## config.mk

```make
export PLATFORM = sky130hd
export DESIGN_NAME = mstd_top
export DESIGN_NICKNAME = d
export VERILOG_FILES = /design/src/rtl/mstd_top.v /design/src/rtl/mstd_timer.v
export VERILOG_INCLUDE_DIRS = /design/src /design/src/inc
export SDC_FILE = /design/constraint.sdc
export NUM_CORES = 2
export LEC_CHECK = 0
export ABC_CLOCK_PERIOD_IN_PS = 21400
export BUFFER_PORTS_ARGS = -buffer_cell sky130_fd_sc_hd__buf_2
export CELL_PAD_IN_SITES_DETAIL_PLACEMENT = 2
export CELL_PAD_IN_SITES_GLOBAL_PLACEMENT = 2
export CORE_ASPECT_RATIO = 0.7
export CORE_UTILIZATION = 40
export DETAILED_ROUTE_END_ITERATION = 6
export HOLD_SLACK_MARGIN = 0.05
export PLACE_DENSITY_LB_ADDON = 0.25
export REMOVE_ABC_BUFFERS = 1
export SYNTH_ARGS = -nofsm -noshare
export SYNTH_HDL_FRONTEND = slang
export SYNTH_SLANG_ARGS = --single-unit
```

## constraint.sdc

```tcl
create_clock -name SYS_CLK -period 21.4 [get_ports SYS_CLK]
set_input_delay 1.07 -clock SYS_CLK [delete_from_list [all_inputs] [get_ports SYS_CLK]]
set_output_delay 1.07 -clock SYS_CLK [all_outputs]
set_load 0.005 [all_outputs]
```

## src/inc/mstd_defines.vh

```
//////////////////////////////////////////////////////////////////////////////
// Behaviour
// - reset clears whole alarm register to zero
// - reset loads every result register with midscale
// - reset sets every upper limit to ones
// - reset clears every lower limit to zero
// - reset clears per-channel settings to zero
// - voltage 10.6 us, temperature 46 us conversions
// - differential pair converts as one scan slot
// - setting 00: 20 us power-up before temperature
// - setting 01: 40 us wake after long wait
// - setting 10: no reference power-up at all
// - scan period sums power-up, conversions, wait
// - setup top three bits select wait time
// - conversions timed by on-chip clock only
// - shutdown between scans in 00, long-wait 01
// - temperature single-ended or differential pair inputs
// - pairs 0/1..6/7, even anode, odd cathode
// - temperature is 10-bit two's complement, half degree
// - reset clears setup register to zero
//////////////////////////////////////////////////////////////////////////////
`ifndef MSTD_DEFINES_VH
`define MSTD_DEFINES_VH

// widths
`define MSTD_AW 12
`define MSTD_DW 12
`define MSTD_TW 24
`define MSTD_NCH 10

// timing
`define MSTD_CLK_MHZ 250
`define MSTD_T_VOLT_NS 10600
`define MSTD_T_TEMP_NS 46000
`define MSTD_T_PU_TEMP_NS 20000
`define MSTD_T_PU_WAKE_NS 40000
`define MSTD_WAKE_MIN_US 80
`define MSTD_CYC_PER_US 250

// wait time per setup code, in microseconds
`define MSTD_WAIT0_US 0
`define MSTD_WAIT1_US 20
`define MSTD_WAIT2_US 40
`define MSTD_WAIT3_US 80
`define MSTD_WAIT4_US 160
`define MSTD_WAIT5_US 395
`define MSTD_WAIT6_US 790
`define MSTD_WAIT7_US 1580

// register byte offsets
`define MSTD_A_SETUP 12'h000
`define MSTD_A_CHEN 12'h004
`define MSTD_A_INCFG 12'h008
`define MSTD_A_ALARM 12'h00C
`define MSTD_A_CMD 12'h010
`define MSTD_A_STATUS 12'h014
`define MSTD_A_DATA 12'h040
`define MSTD_A_UPPER 12'h080
`define MSTD_A_LOWER 12'h0C0
`define MSTD_A_CCFG 12'h100

// setup fields
`define MSTD_SETUP_SCAN 0
`define MSTD_SETUP_REF_LO 1
`define MSTD_SETUP_WAIT_LO 5
`define MSTD_REF_PU_TEMP 2'h0
`define MSTD_REF_PU_WAKE 2'h1

// input configuration fields: temperature bits 7:0, differential pairs 11:8
`define MSTD_INCFG_DIFF_LO 8

// command fields
`define MSTD_CMD_RESET 0
`define MSTD_CMD_CONV 1
`define MSTD_CMD_CHAN_LO 4

// channel configuration: allowed faults
`define MSTD_CCFG_FAULT_LO 0

// reset values
`define MSTD_RST_SETUP 8'h00
`define MSTD_RST_CHEN 10'h3FF
`define MSTD_RST_INCFG 12'h000
`define MSTD_RST_ALARM 24'h000000
`define MSTD_RST_DATA 12'h800
`define MSTD_RST_UPPER 12'hFFF
`define MSTD_RST_LOWER 12'h000
`define MSTD_RST_CCFG 8'h00

`endif

```

## src/rtl/mstd_top.v

```verilog
// The register addresses and the APB interface to the registers were chosen for this implementation.
`timescale 1ns/1ns
`include "mstd_defines.vh"
//////////////////////////////////////////////////////////////////////////////
module mstd_top #(
   parameter [`MSTD_TW-1:0] VOLT_CYC = (`MSTD_T_VOLT_NS * `MSTD_CLK_MHZ + 999) / 1000,
   parameter [`MSTD_TW-1:0] TEMP_CYC = (`MSTD_T_TEMP_NS * `MSTD_CLK_MHZ + 999) / 1000,
   parameter [`MSTD_TW-1:0] PU_TEMP_CYC = (`MSTD_T_PU_TEMP_NS * `MSTD_CLK_MHZ + 999) / 1000,
   parameter [`MSTD_TW-1:0] PU_WAKE_CYC = (`MSTD_T_PU_WAKE_NS * `MSTD_CLK_MHZ + 999) / 1000,
   parameter [`MSTD_TW-1:0] CYC_PER_US = `MSTD_CYC_PER_US
) (
   input wire SYS_CLK,
   input wire RST_N,
   input wire PSEL,
   input wire PENABLE,
   input wire PWRITE,
   input wire [`MSTD_AW-1:0] PADDR,
   input wire [31:0] PWDATA,
   output reg [31:0] PRDATA,
   output reg PREADY,
   output reg PSLVERR,
   input wire [`MSTD_DW-1:0] ADC_DATA,
   output reg ADC_START,
   output reg [3:0] ADC_CHAN,
   output reg ADC_TEMP,
   output reg ADC_DIFF,
   output reg REF_ON,
   output reg SHUTDOWN,
   output reg BUSY
);
   localparam NCH = `MSTD_NCH;
   localparam [2:0] S_IDLE = 3'h0;
   localparam [2:0] S_PWRUP = 3'h1;
   localparam [2:0] S_CONV = 3'h2;
   localparam [2:0] S_WAIT = 3'h3;
   localparam [2:0] S_WAKE = 3'h4;

   // register file
   reg [7:0] setup_reg;
   reg [9:0] chen_reg;
   reg [11:0] incfg_reg;
   reg [23:0] alarm_reg;
   reg [`MSTD_DW-1:0] data_reg [0:NCH-1];
   reg [`MSTD_DW-1:0] upper_reg [0:NCH-1];
   reg [`MSTD_DW-1:0] lower_reg [0:NCH-1];
   reg [7:0] ccfg_reg [0:NCH-1];
   reg [2:0] fcnt_reg [0:NCH-1];
   // sequencer
   reg [2:0] state_reg;
   reg [2:0] state_next;
   reg [3:0] idx_reg;
   reg [3:0] idx_next;
   reg manual_reg;
   reg manual_next;
   reg tmr_ld;
   reg [`MSTD_TW-1:0] tmr_val;
   reg start_next;
   reg cap;
   reg sel_go;
   reg [3:0] sel_slot;
   reg [4:0] first_slot;
   reg [4:0] after_slot;
   wire tmr_done;
   // bus side
   reg [31:0] rd_val;
   reg rd_ok;
   reg [`MSTD_DW-1:0] sample;
   reg out_hi;
   reg out_lo;
   integer i;

   wire scan_en = setup_reg[`MSTD_SETUP_SCAN];
   wire [1:0] ref_mode = setup_reg[`MSTD_SETUP_REF_LO+1:`MSTD_SETUP_REF_LO];
   wire [2:0] wait_code = setup_reg[`MSTD_SETUP_WAIT_LO+2:`MSTD_SETUP_WAIT_LO];
   wire [3:0] pair_diff = incfg_reg[`MSTD_INCFG_DIFF_LO+3:`MSTD_INCFG_DIFF_LO];
   wire wr_en = PSEL && PENABLE && PWRITE && PREADY;
   wire do_srst = wr_en && (PADDR == `MSTD_A_CMD) && PWDATA[`MSTD_CMD_RESET];
   wire do_conv = wr_en && (PADDR == `MSTD_A_CMD) && PWDATA[`MSTD_CMD_CONV];

   //////////////////////////////////////////////////////////////////////////
   // decode helpers

   // hit in a per-channel block of word registers
   function region_hit(input [`MSTD_AW-1:0] a, input [`MSTD_AW-1:0] base);
      begin
         region_hit = (a[`MSTD_AW-1:6] == base[`MSTD_AW-1:6]) && (a[5:2] < NCH)
            && (a[1:0] == 2'h0);
      end
   endfunction

   // wait length in microseconds for a setup code
   function [10:0] wait_us(input [2:0] c);
      begin
         case (c)
            3'h0: wait_us = `MSTD_WAIT0_US;
            3'h1: wait_us = `MSTD_WAIT1_US;
            3'h2: wait_us = `MSTD_WAIT2_US;
            3'h3: wait_us = `MSTD_WAIT3_US;
            3'h4: wait_us = `MSTD_WAIT4_US;
            3'h5: wait_us = `MSTD_WAIT5_US;
            3'h6: wait_us = `MSTD_WAIT6_US;
            default: wait_us = `MSTD_WAIT7_US;
         endcase
      end
   endfunction

   // odd input of a differential pair is folded into its even slot
   function slot_on(input [3:0] s);
      begin
         if (s < 4'h8 && s[0] && pair_diff[s[2:1]])
            slot_on = 1'b0;
         else
            slot_on = chen_reg[s];
      end
   endfunction

   // slot 8 is the on-chip sensor, slot 9 the supply monitor
   function slot_temp(input [3:0] s);
      begin
         if (s == 4'h8)
            slot_temp = 1'b1;
         else if (s == 4'h9)
            slot_temp = 1'b0;
         else
            slot_temp = incfg_reg[s[2:0]];
      end
   endfunction

   function slot_diff(input [3:0] s);
      begin
         slot_diff = (s < 4'h8) && pair_diff[s[2:1]];
      end
   endfunction

   // first enabled slot at or after from, {found, index}
   function [4:0] next_slot(input [4:0] from);
      integer k;
      begin
         next_slot = 5'h00;
         for (k = NCH - 1; k >= 0; k = k - 1) begin
            if (k >= from && slot_on(k[3:0]))
               next_slot = {1'b1, k[3:0]};
         end
      end
   endfunction

   wire [31:0] wait_prod = wait_us(wait_code) * CYC_PER_US;
   wire [`MSTD_TW-1:0] wait_cyc = wait_prod[`MSTD_TW-1:0];
   wire long_wait = wait_us(wait_code) > `MSTD_WAKE_MIN_US;
   wire auto_sd = (ref_mode == `MSTD_REF_PU_TEMP)
      || (ref_mode == `MSTD_REF_PU_WAKE && long_wait);

   //////////////////////////////////////////////////////////////////////////
   // interval timer on the system clock
   mstd_timer u_timer (
      .clk(SYS_CLK),
      .rst_n(RST_N),
      .load(tmr_ld),
      .load_val(tmr_val),
      .done(tmr_done)
   );

   //////////////////////////////////////////////////////////////////////////
   // sequencer next state
   always @* begin
      state_next = state_reg;
      idx_next = idx_reg;
      manual_next = manual_reg;
      tmr_ld = 1'b0;
      tmr_val = {`MSTD_TW{1'b0}};
      start_next = 1'b0;
      cap = 1'b0;
      sel_go = 1'b0;
      sel_slot = 4'h0;
      first_slot = next_slot(5'h00);
      after_slot = next_slot({1'b0, idx_reg} + 5'h01);
      case (state_reg)
         S_IDLE: begin
            if (scan_en && first_slot[4]) begin
               sel_go = 1'b1;
               sel_slot = first_slot[3:0];
               manual_next = 1'b0;
            end else if (do_conv && !scan_en
                  && slot_on(PWDATA[`MSTD_CMD_CHAN_LO+3:`MSTD_CMD_CHAN_LO])) begin
               sel_go = 1'b1;
               sel_slot = PWDATA[`MSTD_CMD_CHAN_LO+3:`MSTD_CMD_CHAN_LO];
               manual_next = 1'b1;
            end
         end
         S_PWRUP: begin
            if (tmr_done) begin
               state_next = S_CONV;
               tmr_ld = 1'b1;
               tmr_val = slot_temp(idx_reg) ? TEMP_CYC : VOLT_CYC;
               start_next = 1'b1;
            end
         end
         S_CONV: begin
            if (tmr_done) begin
               cap = 1'b1;
               if (manual_reg || !scan_en) begin
                  state_next = S_IDLE;
               end else if (after_slot[4]) begin
                  sel_go = 1'b1;
                  sel_slot = after_slot[3:0];
               end else if (wait_cyc != {`MSTD_TW{1'b0}}) begin
                  state_next = S_WAIT;
                  tmr_ld = 1'b1;
                  tmr_val = wait_cyc;
               end else begin
                  sel_go = first_slot[4];
                  sel_slot = first_slot[3:0];
               end
            end
         end
         S_WAIT: begin
            if (tmr_done && scan_en) begin
               if (ref_mode == `MSTD_REF_PU_WAKE && long_wait) begin
                  state_next = S_WAKE;
                  tmr_ld = 1'b1;
                  tmr_val = PU_WAKE_CYC;
               end else begin
                  sel_go = first_slot[4];
                  sel_slot = first_slot[3:0];
               end
            end
         end
         S_WAKE: begin
            if (tmr_done && scan_en) begin
               sel_go = first_slot[4];
               sel_slot = first_slot[3:0];
            end
         end
         default: state_next = S_IDLE;
      endcase
      // start of one slot, with power-up ahead of a temperature slot
      if (sel_go) begin
         idx_next = sel_slot;
         tmr_ld = 1'b1;
         if (slot_temp(sel_slot) && ref_mode == `MSTD_REF_PU_TEMP) begin
            state_next = S_PWRUP;
            tmr_val = PU_TEMP_CYC;
         end else begin
            state_next = S_CONV;
            tmr_val = slot_temp(sel_slot) ? TEMP_CYC : VOLT_CYC;
            start_next = 1'b1;
         end
      end else if ((state_reg == S_CONV || state_reg == S_WAIT || state_reg == S_WAKE)
            && tmr_done && !tmr_ld) begin
         state_next = S_IDLE;
      end
      if (do_srst) begin
         state_next = S_IDLE;
         start_next = 1'b0;
      end
   end

   //////////////////////////////////////////////////////////////////////////
   // sequencer state and converter strobes
   always @(posedge SYS_CLK or negedge RST_N) begin
      if (!RST_N) begin
         state_reg <= S_IDLE;
         idx_reg <= 4'h0;
         manual_reg <= 1'b0;
         ADC_START <= 1'b0;
         ADC_CHAN <= 4'h0;
         ADC_TEMP <= 1'b0;
         ADC_DIFF <= 1'b0;
         REF_ON <= 1'b0;
         SHUTDOWN <= 1'b0;
         BUSY <= 1'b0;
      end else begin
         state_reg <= state_next;
         idx_reg <= idx_next;
         manual_reg <= manual_next;
         ADC_START <= start_next;
         if (start_next) begin
            ADC_CHAN <= idx_next;
            ADC_TEMP <= slot_temp(idx_next);
            ADC_DIFF <= slot_diff(idx_next);
         end
         SHUTDOWN <= (state_next == S_WAIT) && auto_sd;
         REF_ON <= (state_next != S_IDLE) && !((state_next == S_WAIT) && auto_sd);
         BUSY <= (state_next != S_IDLE);
      end
   end

   //////////////////////////////////////////////////////////////////////////
   // result shaping and limit check
   always @* begin
      if (slot_temp(idx_reg))
         sample = {{(`MSTD_DW-10){ADC_DATA[9]}}, ADC_DATA[9:0]};
      else
         sample = ADC_DATA;
      out_hi = sample > upper_reg[idx_reg];
      out_lo = sample < lower_reg[idx_reg];
   end

   //////////////////////////////////////////////////////////////////////////
   // register file: bus writes, captures, power-on and command reset
   always @(posedge SYS_CLK or negedge RST_N) begin
      if (!RST_N) begin
         setup_reg <= `MSTD_RST_SETUP;
         chen_reg <= `MSTD_RST_CHEN;
         incfg_reg <= `MSTD_RST_INCFG;
         alarm_reg <= `MSTD_RST_ALARM;
         for (i = 0; i < NCH; i = i + 1) begin
            data_reg[i] <= `MSTD_RST_DATA;
            upper_reg[i] <= `MSTD_RST_UPPER;
            lower_reg[i] <= `MSTD_RST_LOWER;
            ccfg_reg[i] <= `MSTD_RST_CCFG;
            fcnt_reg[i] <= 3'h0;
         end
      end else if (do_srst) begin
         setup_reg <= `MSTD_RST_SETUP;
         chen_reg <= `MSTD_RST_CHEN;
         incfg_reg <= `MSTD_RST_INCFG;
         alarm_reg <= `MSTD_RST_ALARM;
         for (i = 0; i < NCH; i = i + 1) begin
            data_reg[i] <= `MSTD_RST_DATA;
            upper_reg[i] <= `MSTD_RST_UPPER;
            lower_reg[i] <= `MSTD_RST_LOWER;
            ccfg_reg[i] <= `MSTD_RST_CCFG;
            fcnt_reg[i] <= 3'h0;
         end
      end else begin
         if (wr_en) begin
            if (PADDR == `MSTD_A_SETUP)
               setup_reg <= PWDATA[7:0];
            if (PADDR == `MSTD_A_CHEN)
               chen_reg <= PWDATA[9:0];
            if (PADDR == `MSTD_A_INCFG)
               incfg_reg <= PWDATA[11:0];
            if (region_hit(PADDR, `MSTD_A_UPPER))
               upper_reg[PADDR[5:2]] <= PWDATA[`MSTD_DW-1:0];
            if (region_hit(PADDR, `MSTD_A_LOWER))
               lower_reg[PADDR[5:2]] <= PWDATA[`MSTD_DW-1:0];
            if (region_hit(PADDR, `MSTD_A_CCFG))
               ccfg_reg[PADDR[5:2]] <= PWDATA[7:0];
         end
         // store result, count consecutive faults, raise sticky alarm
         if (cap) begin
            data_reg[idx_reg] <= sample;
            if (out_hi || out_lo) begin
               if (fcnt_reg[idx_reg] != 3'h7)
                  fcnt_reg[idx_reg] <= fcnt_reg[idx_reg] + 3'h1;
               if (fcnt_reg[idx_reg] >= ccfg_reg[idx_reg][`MSTD_CCFG_FAULT_LO+2:0]) begin
                  if (out_hi)
                     alarm_reg[{idx_reg, 1'b1}] <= 1'b1;
                  if (out_lo)
                     alarm_reg[{idx_reg, 1'b0}] <= 1'b1;
               end
            end else begin
               fcnt_reg[idx_reg] <= 3'h0;
            end
         end
      end
   end

   //////////////////////////////////////////////////////////////////////////
   // read mux
   always @* begin
      rd_val = 32'h00000000;
      rd_ok = 1'b1;
      if (PADDR == `MSTD_A_SETUP)
         rd_val = {24'h000000, setup_reg};
      else if (PADDR == `MSTD_A_CHEN)
         rd_val = {22'h000000, chen_reg};
      else if (PADDR == `MSTD_A_INCFG)
         rd_val = {20'h00000, incfg_reg};
      else if (PADDR == `MSTD_A_ALARM)
         rd_val = {8'h00, alarm_reg};
      else if (PADDR == `MSTD_A_CMD)
         rd_val = 32'h00000000;
      else if (PADDR == `MSTD_A_STATUS)
         rd_val = {22'h000000, state_reg, idx_reg, manual_reg, SHUTDOWN, BUSY};
      else if (region_hit(PADDR, `MSTD_A_DATA))
         rd_val = {20'h00000, data_reg[PADDR[5:2]]};
      else if (region_hit(PADDR, `MSTD_A_UPPER))
         rd_val = {20'h00000, upper_reg[PADDR[5:2]]};
      else if (region_hit(PADDR, `MSTD_A_LOWER))
         rd_val = {20'h00000, lower_reg[PADDR[5:2]]};
      else if (region_hit(PADDR, `MSTD_A_CCFG))
         rd_val = {24'h000000, ccfg_reg[PADDR[5:2]]};
      else
         rd_ok = 1'b0;
   end

   //////////////////////////////////////////////////////////////////////////
   // apb answer one cycle into the access phase
   always @(posedge SYS_CLK or negedge RST_N) begin
      if (!RST_N) begin
         PREADY <= 1'b0;
         PRDATA <= 32'h00000000;
         PSLVERR <= 1'b0;
      end else begin
         PREADY <= PSEL && PENABLE && !PREADY;
         if (PSEL && PENABLE && !PREADY) begin
            PRDATA <= PWRITE ? 32'h00000000 : rd_val;
            PSLVERR <= !rd_ok;
         end else begin
            PSLVERR <= 1'b0;
         end
      end
   end
endmodule // mstd_top

```

## src/rtl/mstd_timer.v

```verilog
`timescale 1ns/1ns
`include "mstd_defines.vh"
//////////////////////////////////////////////////////////////////////////////
// down counter: done pulses in the last cycle of a loaded interval
module mstd_timer (
   input wire clk,
   input wire rst_n,
   input wire load,
   input wire [`MSTD_TW-1:0] load_val,
   output wire done
);
   reg [`MSTD_TW-1:0] cnt_reg;
   reg run_reg;

   // interval of load_val cycles counts from the load edge on
   always @(posedge clk or negedge rst_n) begin
      if (!rst_n) begin
         cnt_reg <= {`MSTD_TW{1'b0}};
         run_reg <= 1'b0;
      end else if (load) begin
         cnt_reg <= load_val;
         run_reg <= (load_val != {`MSTD_TW{1'b0}});
      end else if (run_reg) begin
         cnt_reg <= cnt_reg - 1'b1;
         run_reg <= (cnt_reg != {{(`MSTD_TW-1){1'b0}}, 1'b1});
      end
   end

   assign done = run_reg && (cnt_reg == {{(`MSTD_TW-1){1'b0}}, 1'b1});
endmodule // mstd_timer

```

# == Yosys cells after proc, flatten, opt, wreduce, memory -nomap -nowiden ==
# Cells that the tools add are included.
# word_totals
elab_cells,438
out_inout_bits,44
in_bits,61
reg_bits,601
# op_classes
add_sub_neg,3
eq_ne,31
multipliers,1
bitwise_logic,6
order_cmp,31
reduce_logical,83
n_mux,214
# ops
op,n
$mux 120,8
$mux 24,17
$bwmux 120,3
$mux 12,21
$bmux 12 s4,5
$mux 80,3
$mux 30,4
$mux 5,20
$demux 12 s4,2
$mux 14,6
$bwmux 80,1
$pmux 11 s7,1
$mux 19,4
$bmux 8 s4,2
$mux 1,63
$pmux 19 s3,1
$mux 8,7
$reduce_bool 24->1,2
$mux 3,15
$logic_and 1x1->1,43
$mux 4,10
$demux 8 s4,1
$mux 32,1
$and 30x30->30,1
62 further kinds,128

# == Depth between registers and ports, before layout ==
# depth
depth_word,30
ltp_mapped,27
ltp_nobuf,25

# == Modules after synthesis ==
# A second synthesis with hierarchy kept.
# unflattened
cells_unflattened,3263
hier_area_um2,32707.6
# modules_own_cells
module,n_inst,seq_area_each_um2,cells_per_inst,area_per_inst_um2
mstd_top,1,14388.8,3092,31218.7
mstd_timer,1,625.6,171,1488.9

# == Worst setup path after synthesis ==
# No wires, ideal clock.
# synth_path
path_kind,register to register
startpoint,register setup_reg[7]
endpoint,register ADC_CHAN[0]
t_required_ns,21.275
synth_period_minus_slack_ns,6.730
stages_incl_launch_ff,26
n_path_buf,2
arrival_time_ns,6.605
path_slack_ns,14.670
setup_time_ns,0.125
cell_sequence,dfrtp_1 > clkbuf_1 > clkbuf_1 > nand2_1 > nor2_1 > inv_1 > nand2_1 > fa_1 > inv_1 > fa_1 > fa_1 > inv_1 > fa_1 > ha_1 > or4_1 > a21o_1 > a21o_1 > o211ai_1 > nor2_1 > a21oi_1 > o211ai_1 > or3_1 > a221oi_4 > a2111oi_4 > a211oi_4 > mux2_4
# synth_between
elab_chain_len,18
word_cells_on_any_way,38
cone_classes,1 x mul; 1 x order compare; 8 x eq/ne; 24 x mux; 4 x reduce/logical
# synth_lines
item,line_no,source
"start, declared",mstd_top.v:39,reg [7:0] setup_reg;
"start signal, assigned",mstd_top.v:303,setup_reg <= `MSTD_RST_SETUP;
"start signal, assigned",mstd_top.v:315,setup_reg <= `MSTD_RST_SETUP;
"start signal, assigned",mstd_top.v:329,setup_reg <= PWDATA[7:0];
"$eq 3x3->1, or another cell as far along",mstd_top.v:94,case (c)
$pmux 11 s7 *,mstd_top.v:94,
$mul 11x7->18,mstd_top.v:147,wire [31:0] wait_prod = wait_us(wait_code) * CYC_PER_US;
$reduce_bool 24->1,mstd_top.v:206,end else if (wait_cyc != {`MSTD_TW{1'b0}}) begin
$mux 4,mstd_top.v:206,
$mux 4,mstd_top.v:203,end else if (after_slot[4]) begin
$mux 4,mstd_top.v:201,if (manual_reg || !scan_en) begin
$mux 4,mstd_top.v:199,if (tmr_done) begin
[... 3 more ...],-,
$mux 1,mstd_top.v:122,else if (s == 4'h9)
$mux 1,mstd_top.v:120,if (s == 4'h8)
$mux 1,mstd_top.v:237,if (sel_go) begin
$logic_and 1x1->1 (no source line),-,
$mux 1,mstd_top.v:240,if (slot_temp(sel_slot) && ref_mode == `MSTD_REF_PU_TEMP) begin
$mux 1 *,mstd_top.v:237,
$mux 1 *,mstd_top.v:252,if (do_srst) begin
named net start_next,mstd_top.v:57,reg start_next;
"end signal, assigned",mstd_top.v:278,ADC_CHAN <= idx_next;
"end, declared",mstd_top.v:24,"output reg [3:0] ADC_CHAN,"
# The timed path passes the listed nets; every way through them passes the cells marked *. The select of a mux whose other input is x is not followed.
# A chain may end at the register's enable or synchronous reset.

# == Worst setup path after layout ==
# layout_path
startpoint,register setup_reg[7]
endpoint,register ADC_TEMP
# layout_between
word_cells_on_any_way,44
cone_classes,1 x mul; 1 x order compare; 10 x eq/ne; 28 x mux; 4 x reduce/logical
# layout_rtl
item,line_no,source
"$eq 3x3->1, or another cell as far along",mstd_top.v:94,
$pmux 11 s7 *,mstd_top.v:94,
$mul 11x7->18,mstd_top.v:147,
$reduce_bool 24->1,mstd_top.v:206,
$mux 4 or $mux 1 (tied branches),mstd_top.v:206,
$mux 4 or $mux 1 (tied branches),mstd_top.v:203,
$mux 4 or $mux 1 (tied branches),mstd_top.v:201,
$mux 4 or $mux 1 (tied branches),mstd_top.v:199,
$pmux 4 s4 or $pmux 1 s4 (tied branches),mstd_top.v:177,case (state_reg)
$mux 4 *,mstd_top.v:237,
named net idx_next[2],mstd_top.v:52,reg [3:0] idx_next;
$bmux 1 s3,mstd_top.v:125,slot_temp = incfg_reg[s[2:0]];
$mux 1 (implied by the code),mstd_top.v:125,
$mux 1,mstd_top.v:122,
$mux 1 *,mstd_top.v:120,
"end signal, assigned",mstd_top.v:279,ADC_TEMP <= slot_temp(idx_next);
"end, declared",mstd_top.v:25,"output reg ADC_TEMP,"
# Marks and branches as above.

==> impl_metrics.env <==
export IMPL_finalHoldViolCount=0
export IMPL_place_gp_congestion=0.918
export IMPL_startpoint_type="flop"
export IMPL_p_leak_nw=16.0
export IMPL_cp_arrival_ns=8.70
export IMPL_global_route_usage_total=0.332
export IMPL_synth_async_sr_flop_share=1.00
export IMPL_place_port_buffers=76
export IMPL_status="complete, no violations"
export IMPL_initial_antenna_violation_count=6
export IMPL_filler_cell_count=8673
export IMPL_syn_instance_count=3430
export IMPL_syn_area_um2=33700
export IMPL_cts_root_buffer_cell="clkbuf_16"
export IMPL_grt_setup_unrepaired="no"
export IMPL_synth_lib_cells_used_distinct=90
export IMPL_via_count=29500
export IMPL_worstSetupEndpointType="flop"
export IMPL_drt_wirelength_per_cell_um=30.8
export IMPL_tritoncts="yes"
export IMPL_totalWireLength_um=141000
export IMPL_area_growth_synth_to_final_pct=10.3
export IMPL_tritoncts_num_sinks=593
export IMPL_number_of_synthesized_flops_with_an_enable_pin=0
export IMPL_timing_setup_tns_ns=0
export IMPL_initial_utilization=0.407
export IMPL_synth_commonest_cells="nand2_1 (563), dfrtp_1 (453), nor2_1 (341)"
export IMPL_post_cts_hold_buffer_count=0
export IMPL_grt_pass1_wl_um=214000
export IMPL_irDropWorstVdd_mv=0.0639
export IMPL_layout_nets=3540
export IMPL_criticalPathCategory="flop to flop"
export IMPL_dp_hpwl_um=94700
export IMPL_drt_antenna_violating_nets=0
export IMPL_synth_largest_area_cell="dfrtp_1"
export IMPL_htreeDepth=2
export IMPL_placement_rows=88
export IMPL_finalClockSkew_ns=0.0253
export IMPL_finalWorstPathRequiredPeriod_ns=8.15
export IMPL_timing_critical_path_from="setup_reg[7]$_DFFE_PN0P_"
export IMPL_worst_endpoint_required_ns=21.95
export IMPL_layout_drive_gt1_share=0.170
export IMPL_first_iter_violations=2710
export IMPL_die_height_um=245
export IMPL_synth_warning_count=0
export IMPL_ioPinCount=105
export IMPL_dieWidth_um=349
export IMPL_yosys_area_top_type_share=0.336
export IMPL_post_synth_main_area_contributors="dfrtp_1 (34%), dfstp_2 (11%), mux4_2 (10%)"
export IMPL_grt_max_degree=168
export IMPL_synth_yosys_seq_area_share=0.445
export IMPL_postLayoutCoreUtil=0.448
export IMPL_detail_route_vias_per_cell=6.47
export IMPL_slew_viol_final=0
export IMPL_timing_max_slew_rel_slack=0.182
export IMPL_post_cts_setup_inserts=0
export IMPL_critical_path_fanout_max=18
export IMPL_core_area_um2=82900
export IMPL_firstDrtPassIters=6
export IMPL_clock_latency_ns=0.69
export IMPL_power_density_nw_per_um2=64.8
export IMPL_synth_seq_cells=593
export IMPL_ant_diodes=0
export IMPL_yosys_most_used_dff="dfrtp_1"
export IMPL_hold_path_class="primary input to asynchronous set/reset pin"
export IMPL_max_slew_worst_pin_slew_ns=1.22
export IMPL_cts_buffers_inserted=61
export IMPL_timing_hold_ws_ns=0.393
export IMPL_yosysMostFrequentCell="nand2_1"
export IMPL_die_area_um2=85500
export IMPL_clkTransAtPathRegs_ns=0.06
export IMPL_cap_violations=0
export IMPL_global_route_overflow_total=0
export IMPL_grt_pass1_vias=32200
export IMPL_final_period_utilization=0.381
export IMPL_maxClockFrequency_mhz=123
export IMPL_p_total_mw=2.41
export IMPL_reg2reg_from="setup_reg[7]$_DFFE_PN0P_"
export IMPL_synthesis_area_per_instance_um2=9.83
export IMPL_drc=0
export IMPL_ctsResizeCount=0
export IMPL_cts_path_max_buffers=3
export IMPL_final_setup_viol_count=0
## logic make-up (layout without fill, tap and decap cells)
group,Yosys count,in the layout,synth area share
compound gates,900,900,0.167
xor+xnor,27,27,0.00701
fa+ha+maj,91,91,0.0382
buf+inv,327,328,0.0376
flops,593,593,0.445
mux,336,336,0.157
other cells,1,11,0.000111
simple gates,1155,1155,0.147
## final timing paths
path                                                        end  slack [ns]  cells past startpoint
worst min-delay path            u_timer.cnt_reg[17]$_DFFE_PN0P_        0.39                      1
worst max-delay path                       ADC_TEMP$_DFFE_PN0P_       13.25                     24
min in group SYS_CLK                   fcnt_reg[13]$_DFFE_PN0P_        0.48                      1
worst max register to register             ADC_TEMP$_DFFE_PN0P_       13.25                     24
worst min register to register         fcnt_reg[13]$_DFFE_PN0P_        0.48                      1
max in group asynchronous            upper_reg[100]$_DFFE_PN1P_       17.89                      4
## metrics by stage
step / area, um^2 / cells / setup WS [ns]
finish: 37200 / 4566 / 13.25
global route: 37200 / 4566 / 13.03
detailed placement: 35100 / 4450 / 13.44
floorplan: 32700 / 3183 / 12.31
global placement: 35100 / 4450 / 13.71
CTS: 37200 / 4566 / 13.43
## power by group
part | internal, mW | switching (mW) | total, mW
logic | 0.0335 | 0.105 | 0.139
clock network | 0.627 | 0.504 | 1.13
registers | 1.13 | 0.0110 | 1.14
## area by class of cell
cell class | count | area [um^2] | share of cell area
Inverter | 70 | 263 | 0.00707
Timing Repair Buffer | 142 | 920 | 0.0247
Multi-Input combinational cell | 2520 | 17500 | 0.471
Clock buffer | 95 | 1840 | 0.0494
Tap cell | 1125 | 1410 | 0.0379
Clock inverter | 21 | 224 | 0.00602
Sequential cell | 593 | 15000 | 0.404
## layer usage
metal  GRT usage  wire length [um]
met1       0.480             63700
met2       0.510             62400
met3      0.0626             10800
met4      0.0902              3710
met5           0                38
## cell usage in the layout (no fill, tap or decap), types with 12 or more instances in the layout
cell type / instances
fa_1: 20
a22o_1: 54
a31oi_1: 16
nor3_1: 32
buf_4: 65
clkbuf_16: 62
clkbuf_1: 17
a21o_1: 32
a21oi_1: 301
o21ai_0: 250
o22a_1: 28
nor2b_1: 15
clkbuf_8: 16
mux4_2: 151
a222oi_1: 36
buf_2: 73
nand2_1: 562
nand3_1: 63
o22ai_1: 13
a22oi_1: 23
and2_1: 19
inv_1: 67
xnor2_1: 16
nand2b_1: 20
a211oi_1: 31
dfrtp_1: 451
mux2i_1: 168
ha_1: 71
nor2_1: 340
nor4_1: 12
dfstp_2: 140
o211ai_1: 42
nand4_1: 15
## worst max-delay path, cell delays in order, from the launching register on
cell and delay (ns):
dfrtp_1 0.78, nand2_1 0.42, nor2_1 0.37, inv_1 0.14, nand2_1 0.33, ha_1 0.19, inv_1 0.06, fa_1 0.44
fa_1 0.53, inv_1 0.06, fa_1 0.46, ha_1 0.40, o21a_1 0.22, a2111oi_0 0.15, a311oi_1 0.52, nand4_1 0.33
nor2_1 0.52, a31oi_1 0.24, o21ai_4 0.33, a21oi_1 0.15, inv_2 0.23, mux2_2 0.36, o211ai_1 0.18, o311ai_0 0.27
mux2_4 0.35
(Power assumes the default switching activity.)
